--- src/core/disp_irq_defines.vh ---
// constants for the display interrupt aggregator
`ifndef DISP_IRQ_DEFINES_VH
`define DISP_IRQ_DEFINES_VH

// ----------------------------------------------------------------
// register indices (word addresses on the plain register port)
// ----------------------------------------------------------------
`define ADDR_W              6
`define REG_LIVE_BASE       6'h00
`define REG_MASK_BASE       6'h08
`define REG_IDENT_BASE      6'h10
`define REG_ENABLE_BASE     6'h18
`define REG_CTL             6'h20
`define REG_BANK_SPAN       6'h08
`define REG_AGG_STATUS      6'h21
`define REG_AGG_CLEAR       6'h22
`define REG_AGG_ENABLE      6'h23

// ----------------------------------------------------------------
// field positions and reset values
// ----------------------------------------------------------------
`define CTL_MASTER_BIT      31
`define MASK_RESET          32'hffffffff
`define ENABLE_RESET        32'h00000000
`define AGG_EV_ASSERT       0
`define AGG_EV_OVERFLOW     1
`define AGG_EV_W            2

`endif

--- src/core/display_interrupt_aggregator.v ---
// display interrupt aggregator: per-source sticky bits, categories, master enable
//
// Contract
// (RL1) live status register shows each event's raw level, read without side effects
// (RL2) unmasked interrupt is raw event and not the source's mask bit
// (RL3) rising edge of unmasked interrupt sets sticky identity bit until cleared
// (RL4) writing one clears an identity bit; writing zero leaves it
// (RL5) identity bit holds two events; clearing re-sets it if second was stored
// (RL6) enabled interrupt is sticky identity bit and the source enable bit
// (RL7) enabled interrupts ORed per category into readable pending bits in control
// (RL8) all pending category bits ORed into one combined display interrupt
// (RL9) combined interrupt ANDed with master enable bit 31 gives enabled output
// (RL10) display enabled interrupt is delivered to graphics interrupt processing logic
// (RL11) setting master enable again with pending bits re-asserts the output
// (RL12) software reads and clears the graphics primary register when servicing
// (RL13) software clears master enable bit before ending service
// (RL14) software reads pending then identity bits, writing ones back repeatedly
// (RL15) software may recheck pending bits, finally sets master enable again
// (RL16) one clock domain; reset clears sticky bits, queues and master enable
//
// Our own choices: the plain strobed port and the register offsets.
`timescale 1ns/1ns
`include "disp_irq_defines.vh"

module display_interrupt_aggregator #(
    parameter CATEGORIES = 4,
    parameter SOURCES    = 32
) (
    // clock and reset
    input  wire                             clk,
    input  wire                             srst,
    // first-level interrupt events, category c owns bits [c*SOURCES +: SOURCES]
    input  wire [CATEGORIES*SOURCES-1:0]    event_in,
    // register port
    input  wire [`ADDR_W-1:0]               addr,
    input  wire [31:0]                      wdata,
    input  wire                             wr_en,
    input  wire                             rd_en,
    output reg  [31:0]                      rdata,
    // to graphics interrupt processing
    output wire                             display_enabled_irq,
    // local status interrupt
    output wire                             irq
);

    localparam N = CATEGORIES * SOURCES;

    // ----------------------------------------------------------------
    // input synchronisers
    // ----------------------------------------------------------------
    reg  [N-1:0] event_meta;
    reg  [N-1:0] event_sync;

    // events may come from other domains; sample into clk only [RL16]
    always @(posedge clk) begin
        if (srst) begin
            event_meta <= {N{1'b0}};
            event_sync <= {N{1'b0}};
        end else begin
            event_meta <= event_in;
            event_sync <= event_meta;
        end
    end

    // ----------------------------------------------------------------
    // software state
    // ----------------------------------------------------------------
    reg  [N-1:0]              source_mask_register;
    reg  [N-1:0]              source_enable_register;
    reg                       master_enable;
    reg  [`AGG_EV_W-1:0]      agg_status;
    reg  [`AGG_EV_W-1:0]      agg_enable;
    wire [N-1:0]              sticky_identity_register;
    wire [N-1:0]              queued_bits;
    wire [N-1:0]              drop_bits;
    wire [N-1:0]              clear_bits;
    wire [CATEGORIES-1:0]     pending;
    wire                      combined_irq;

    // ----------------------------------------------------------------
    // address decode helpers
    // ----------------------------------------------------------------
    // per-category bank hit: offset within a bank selects the category
    function hit_bank;
        input [`ADDR_W-1:0] a;
        input [`ADDR_W-1:0] base;
        input integer       cat;
        begin
            hit_bank = (a == base + cat[`ADDR_W-1:0]);
        end
    endfunction

    // ----------------------------------------------------------------
    // per-source slots and per-category registers
    // ----------------------------------------------------------------
    genvar c;
    genvar s;
    generate
        for (c = 0; c < CATEGORIES; c = c + 1) begin : g_cat
            wire wr_mask;
            wire wr_ident;
            wire wr_enable;
            wire [SOURCES-1:0] enabled_bits;

            assign wr_mask   = wr_en & hit_bank(addr, `REG_MASK_BASE, c);
            assign wr_ident  = wr_en & hit_bank(addr, `REG_IDENT_BASE, c);
            assign wr_enable = wr_en & hit_bank(addr, `REG_ENABLE_BASE, c);

            // write-one-to-clear, zero leaves the bit [RL4]
            assign clear_bits[c*SOURCES +: SOURCES] =
                wr_ident ? wdata[SOURCES-1:0] : {SOURCES{1'b0}};

            // mask and enable registers of this category
            always @(posedge clk) begin
                if (srst) begin
                    source_mask_register[c*SOURCES +: SOURCES]   <= `MASK_RESET;
                    source_enable_register[c*SOURCES +: SOURCES] <= `ENABLE_RESET;
                end else begin
                    if (wr_mask) begin
                        source_mask_register[c*SOURCES +: SOURCES] <= wdata[SOURCES-1:0];
                    end
                    if (wr_enable) begin
                        source_enable_register[c*SOURCES +: SOURCES] <= wdata[SOURCES-1:0];
                    end
                end
            end

            for (s = 0; s < SOURCES; s = s + 1) begin : g_src
                sticky_event_slot u_slot (
                    .clk       (clk),
                    .srst      (srst),
                    .raw_event (event_sync[c*SOURCES+s]),
                    .mask_bit  (source_mask_register[c*SOURCES+s]),
                    .clear_one (clear_bits[c*SOURCES+s]),
                    .sticky    (sticky_identity_register[c*SOURCES+s]),
                    .queued    (queued_bits[c*SOURCES+s]),
                    .dropped   (drop_bits[c*SOURCES+s])
                );
            end

            // enabled interrupts of this category [RL6]
            assign enabled_bits = sticky_identity_register[c*SOURCES +: SOURCES]
                                & source_enable_register[c*SOURCES +: SOURCES];
            assign pending[c] = |enabled_bits;                          // [RL7]
        end
    endgenerate

    // ----------------------------------------------------------------
    // combined and enabled display interrupt
    // ----------------------------------------------------------------
    assign combined_irq = |pending;                                     // [RL8]
    // level gating: clearing then setting bit 31 gives a fresh edge [RL11]
    assign display_enabled_irq = combined_irq & master_enable;          // [RL9] [RL10]

    // ----------------------------------------------------------------
    // control register and local event status
    // ----------------------------------------------------------------
    reg                  prev_out;
    wire [`AGG_EV_W-1:0] agg_events;
    wire [`AGG_EV_W-1:0] agg_clear;
    wire                 wr_ctl;

    assign wr_ctl = wr_en & (addr == `REG_CTL);
    assign agg_events[`AGG_EV_ASSERT]   = display_enabled_irq & ~prev_out;
    assign agg_events[`AGG_EV_OVERFLOW] = |drop_bits;
    assign agg_clear = (wr_en && addr == `REG_AGG_CLEAR) ?
                       wdata[`AGG_EV_W-1:0] : {`AGG_EV_W{1'b0}};

    // master enable, status stickies with set beating clear
    always @(posedge clk) begin
        if (srst) begin
            master_enable <= 1'b0;                                      // [RL16]
            prev_out      <= 1'b0;
            agg_status    <= {`AGG_EV_W{1'b0}};
            agg_enable    <= {`AGG_EV_W{1'b0}};
        end else begin
            prev_out <= display_enabled_irq;
            if (wr_ctl) begin
                master_enable <= wdata[`CTL_MASTER_BIT];                // [RL9]
            end
            if (wr_en && addr == `REG_AGG_ENABLE) begin
                agg_enable <= wdata[`AGG_EV_W-1:0];
            end
            agg_status <= (agg_status & ~agg_clear) | agg_events;
        end
    end

    assign irq = |(agg_status & agg_enable);

    // ----------------------------------------------------------------
    // read mux, data one cycle after the strobe
    // ----------------------------------------------------------------
    reg [31:0] next_rdata;
    integer    k;

    // reads have no side effects on any state [RL1]
    always @* begin
        next_rdata = 32'h00000000;
        for (k = 0; k < CATEGORIES; k = k + 1) begin
            if (hit_bank(addr, `REG_LIVE_BASE, k)) begin
                next_rdata[SOURCES-1:0] = event_sync[k*SOURCES +: SOURCES];      // [RL1]
            end else if (hit_bank(addr, `REG_MASK_BASE, k)) begin
                next_rdata[SOURCES-1:0] = source_mask_register[k*SOURCES +: SOURCES];
            end else if (hit_bank(addr, `REG_IDENT_BASE, k)) begin
                next_rdata[SOURCES-1:0] = sticky_identity_register[k*SOURCES +: SOURCES];
            end else if (hit_bank(addr, `REG_ENABLE_BASE, k)) begin
                next_rdata[SOURCES-1:0] = source_enable_register[k*SOURCES +: SOURCES];
            end
        end
        if (addr == `REG_CTL) begin
            next_rdata[CATEGORIES-1:0]     = pending;                   // [RL7]
            next_rdata[`CTL_MASTER_BIT]    = master_enable;
        end else if (addr == `REG_AGG_STATUS) begin
            next_rdata[`AGG_EV_W-1:0] = agg_status;
        end else if (addr == `REG_AGG_ENABLE) begin
            next_rdata[`AGG_EV_W-1:0] = agg_enable;
        end
    end

    // read data register; zero outside read cycles
    always @(posedge clk) begin
        if (srst) begin
            rdata <= 32'h00000000;
        end else begin
            rdata <= rd_en ? next_rdata : 32'h00000000;
        end
    end

endmodule

--- src/core/sticky_event_slot.v ---
// one sticky identity bit with room for a second queued event
`timescale 1ns/1ns

module sticky_event_slot (
    // clock and reset
    input  wire clk,
    input  wire srst,
    // event and clear
    input  wire raw_event,
    input  wire mask_bit,
    input  wire clear_one,
    // state
    output reg  sticky,
    output reg  queued,
    output wire dropped
);

    reg  prev_unmasked;
    wire unmasked;
    wire rise;

    // unmasked level and its rising edge
    assign unmasked = raw_event & ~mask_bit;              // [RL2]
    assign rise     = unmasked & ~prev_unmasked;
    // a third event while both places are full is lost
    assign dropped  = rise & sticky & queued & ~clear_one;

    // sticky bit plus one-deep queue; an arriving edge beats a clear
    always @(posedge clk) begin
        if (srst) begin
            prev_unmasked <= 1'b0;
            sticky        <= 1'b0;                        // [RL16]
            queued        <= 1'b0;                        // [RL16]
        end else begin
            prev_unmasked <= unmasked;
            if (clear_one && sticky) begin                // [RL4]
                // second stored event re-arms the bit at once
                sticky <= queued | rise;                  // [RL5]
                queued <= queued & rise;
            end else if (rise) begin
                if (sticky) begin
                    queued <= 1'b1;                       // [RL5]
                end
                sticky <= 1'b1;                           // [RL3]
            end
        end
    end

endmodule

--- config.mk ---
export PLATFORM = sky130hd
export DESIGN_NAME = display_interrupt_aggregator
export DESIGN_NICKNAME = d
export VERILOG_FILES = /design/src/core/display_interrupt_aggregator.v /design/src/core/sticky_event_slot.v
export VERILOG_INCLUDE_DIRS = /design/src /design/src/core
export SDC_FILE = /design/constraint.sdc
export NUM_CORES = 2
export LEC_CHECK = 0
export ABC_AREA = 1
export BUFFER_PORTS_ARGS = -buffer_cell sky130_fd_sc_hd__buf_4
export CAP_MARGIN = 10
export CORE_MARGIN = 1
export CORE_UTILIZATION = 50
export CTS_CLUSTER_SIZE = 30
export DETAILED_ROUTE_END_ITERATION = 8
export GPL_ROUTABILITY_DRIVEN = 0
export PLACE_DENSITY = 0.67
export REMOVE_ABC_BUFFERS = 1
export SYNTH_ARGS = -nofsm -noshare
export SYNTH_HDL_FRONTEND = slang
export SYNTH_SLANG_ARGS = --single-unit
--- constraint.sdc ---
create_clock -name clk -period 2.4 [get_ports clk]
set_input_delay 0.12 -clock clk [delete_from_list [all_inputs] [get_ports clk]]
set_output_delay 0.12 -clock clk [all_outputs]
set_load 0.05 [all_outputs]
==> run metrics <==
outcome=finished with violations; failing checks=negative setup slack; Setup Viol. Count Final=1; antenna violations before repair=4; vias per std cell=5.52; DRT Pass-1 Iters=6; mapped cell area=approximately 38000 um^2; DR WL/cell=19.9 um; final max-slew violation count=0; DR top layer=met5; Power Density=between 700 and 800 nW/um^2; Final ANT Viol Nets=0; Yosys warning total=0; non-filler cells, final=6647; sequential share of the synthesized area=0.492; largest net degree at the start of global routing=138; Initial Util=0.507; CTS Buf Count=96; DRC errors left=0; multi-input logic area=15400 um^2; Seq. cell area=18700 um^2; count of cell types in the netlist=43; Setup crit end kind=output pin; fmax=399 MHz; RSZ-0062 raised after global routing=yes; vias in the first global route=32900; setup TNS=-0.109 ns; top-level I/O count=slightly above 200; worst path required time=2.28 ns; total global routing overflow=0; clk_lat worst skew=0.67 ns; TritonCTS clock tree=done; Die X=278 um; dpl cells=6300; final hold vios=0; routed wire length=132000 um; port bufs=203; critical path peak fanout=6; clock skew=approximately 0.033 ns; peak supply drop=709 uV; Synth area leaders=dfxtp_1 49%, nand2_1 8.0%, inv_1 7.8%; area grow syn2layout=22.9%; # diodes=0; crit path kind=flip-flop to output pin; Seq cells post-synth=934; Gate Count Post-Synth=5209; Root Buffer=clkbuf_16; CTS sink cnt=a little over 900; H-tree depth=3; WHS=0.0430 ns; crit path DAT=2.39 ns; Final Cycle Share=1.05; share of layout cells above drive strength 1=0.121; Startpoint Class=flip-flop; max cap viols=0; die area=77000 um^2; Rows=100; async set-reset flop share out of synthesis=0; Post-Place Setup Slack=-0.0666 ns; Post-synth EDFFs=0; core area=74800 um^2; die height=roughly 280 um; post-layout minimum cycle time=2.51 ns; final setup margin=-0.109 ns; ys flop type=dfxtp_1; Mapped Avg Cell Area=7.29 um^2; share of the synthesized area in the top cell type=0.492; dominant cell type by area after synthesis=dfxtp_1; Detail Route met3 WL=13600 um; number of fill cells=around 6700; NumNets Final=5768; Slew @ Worst Pin=0.807 ns; first-pass GRT wire length=197000 um; Non-Filler Cell Area, Final=46700 um^2; Slew headroom=0.462; clk slew on worst S/H paths=0.06 ns; GRT Total Usage=0.333; leakage=18.7 nW; clock buffer depth=3; Met2 Wirelength=around 57000 um; via count=36700; drt first-iter violations=about 4300; DPL Wire Length=92200 um; worst min-delay path class=input port to flip-flop; met1 wire length=53800 um; Area after DPL=41300 um^2
registers in the layout, indices dropped and copies added, names as in the netlist:
register	flops
g_cat.g_src.u_slot.prev_unmasked	128
event_sync	128
g_cat.g_src.u_slot.sticky	128
rdata	32
master_enable	1
event_meta	128
prev_out	1
source_enable_register	128
g_cat.g_src.u_slot.queued	128
agg_status	2
agg_enable	2
source_mask_register	128
worst max-delay path: stages (launching register included):
cell,delay (ns)
dfxtp_1,0.36
nand2_1,0.14
nand2_1,0.06
a221oi_1,0.30
nand4_1,0.21
or2_4,0.31
nor2_2,0.11
a21boi_2,0.09
buf_6,0.16
cells in the mapped netlist, types with 2 or more instances:
library cell,n
o21ai_1,4
nor2_4,6
o21ai_0,452
a221oi_1,16
o2111ai_1,15
nand3b_1,24
nand4_1,91
buf_1,7
nor3b_1,4
nand2_4,2
nor2_8,2
inv_2,13
nand2_2,12
o22ai_1,22
dfxtp_1,934
nand3_1,250
clkinv_1,3
buf_2,43
or3_1,9
a21oi_1,477
a31oi_1,3
nor3_1,215
o221a_2,3
buf_6,4
nor2_1,635
nor4_1,3
clkbuf_1,180
nor2_2,13
a211oi_1,2
inv_1,787
o211ai_1,112
or2_2,37
nor3_2,2
nand2_1,806
buf_4,7
o21bai_1,6
a22o_1,2
stage by stage:
step	utilization	power, W
global route	0.623	0.0346
detailed placement	0.553	0.0177
global placement	0.553	0.0177
floorplan	-	0.0167
CTS	0.622	0.0338
finish	0.623	0.0337
worst paths after layout:
check	from	to	slack [ns]	cells past startpoint
worst min-delay path	rd_en	rdata[29]	0.04	4
worst max register to register	g_cat[0].g_src[3].u_slot.sticky	agg_status[0]	0.42	10
worst max-delay path	g_cat[0].g_src[3].u_slot.sticky	display_enabled_irq	-0.11	8
worst min register to register	event_meta[27]	event_sync[27]	0.39	2
cell families (layout without fill, tap and decap cells):
kind of cell / after synthesis / in the layout / share of synthesized area
simple gates: 2114 / 2115 / 0.241
compound gates: 1116 / 1116 / 0.160
buf+inv: 1045 / 1513 / 0.107
flops: 934 / 934 / 0.492
report_power, final:
part | total (W) | internal (W) | switching [W]
registers | 0.0159 | 0.0158 | 0.000122
logic | 0.00170 | 0.000641 | 0.00106
clock network | 0.0161 | 0.00969 | 0.00642
cell usage in the layout (no fill, tap or decap), types with 4 or more instances in the layout:
master | Yosys | layout
a21oi_1 | 477 | 475
o21ai_0 | 452 | 450
inv_1 | 787 | 776
o22ai_1 | 22 | 18
o2111ai_1 | 15 | 15
nor2_2 | 13 | 16
nand4_1 | 91 | 91
clkbuf_8 | 0 | 22
nor3_1 | 215 | 213
nor2_4 | 6 | 16
a221oi_1 | 16 | 8
nand3_1 | 250 | 250
o211ai_1 | 112 | 112
clkbuf_16 | 0 | 100
nor3b_1 | 4 | 4
nand3b_1 | 24 | 24
dlygate4sd3_1 | 0 | 162
a221oi_2 | 0 | 8
o21ai_1 | 4 | 6
o21bai_1 | 6 | 6
clkbuf_1 | 180 | 10
or3_1 | 9 | 9
bufinv_16 | 0 | 13
buf_12 | 0 | 32
dfxtp_1 | 934 | 926
nor3_2 | 2 | 4
nand2_1 | 806 | 800
dfxtp_2 | 0 | 8
inv_2 | 13 | 22
clkinv_2 | 0 | 17
nor2_1 | 635 | 623
or2_2 | 37 | 36
clkinvlp_4 | 0 | 11
nand2_2 | 12 | 17
buf_4 | 7 | 334
metal layers:
metal  track usage  up-vias
met3        0.0611      393
met4         0.171        6
li1              -    17600
met5             0        -
met1         0.442    16900
met2         0.517     1748
cell type report:
class | instances | share of cell area
Timing Repair Buffer | 532 | 0.103
Inverter | 803 | 0.0648
Clock inverter | 46 | 0.0131
Clock buffer | 132 | 0.0609
Multi-Input combinational cell | 3231 | 0.331
Tap cell | 969 | 0.0260
Sequential cell | 934 | 0.401
repair_timing:
item	in CTS	in global routing
gates cloned	0	1
buffers inserted	1	5
endpoints found under the setup margin	1	2
hold buffers	162	0
hold endpoints to repair	460	0
pin swaps	9	13
gates resized for setup	34	24
Note: power is estimated with default switching activity, not from simulation.
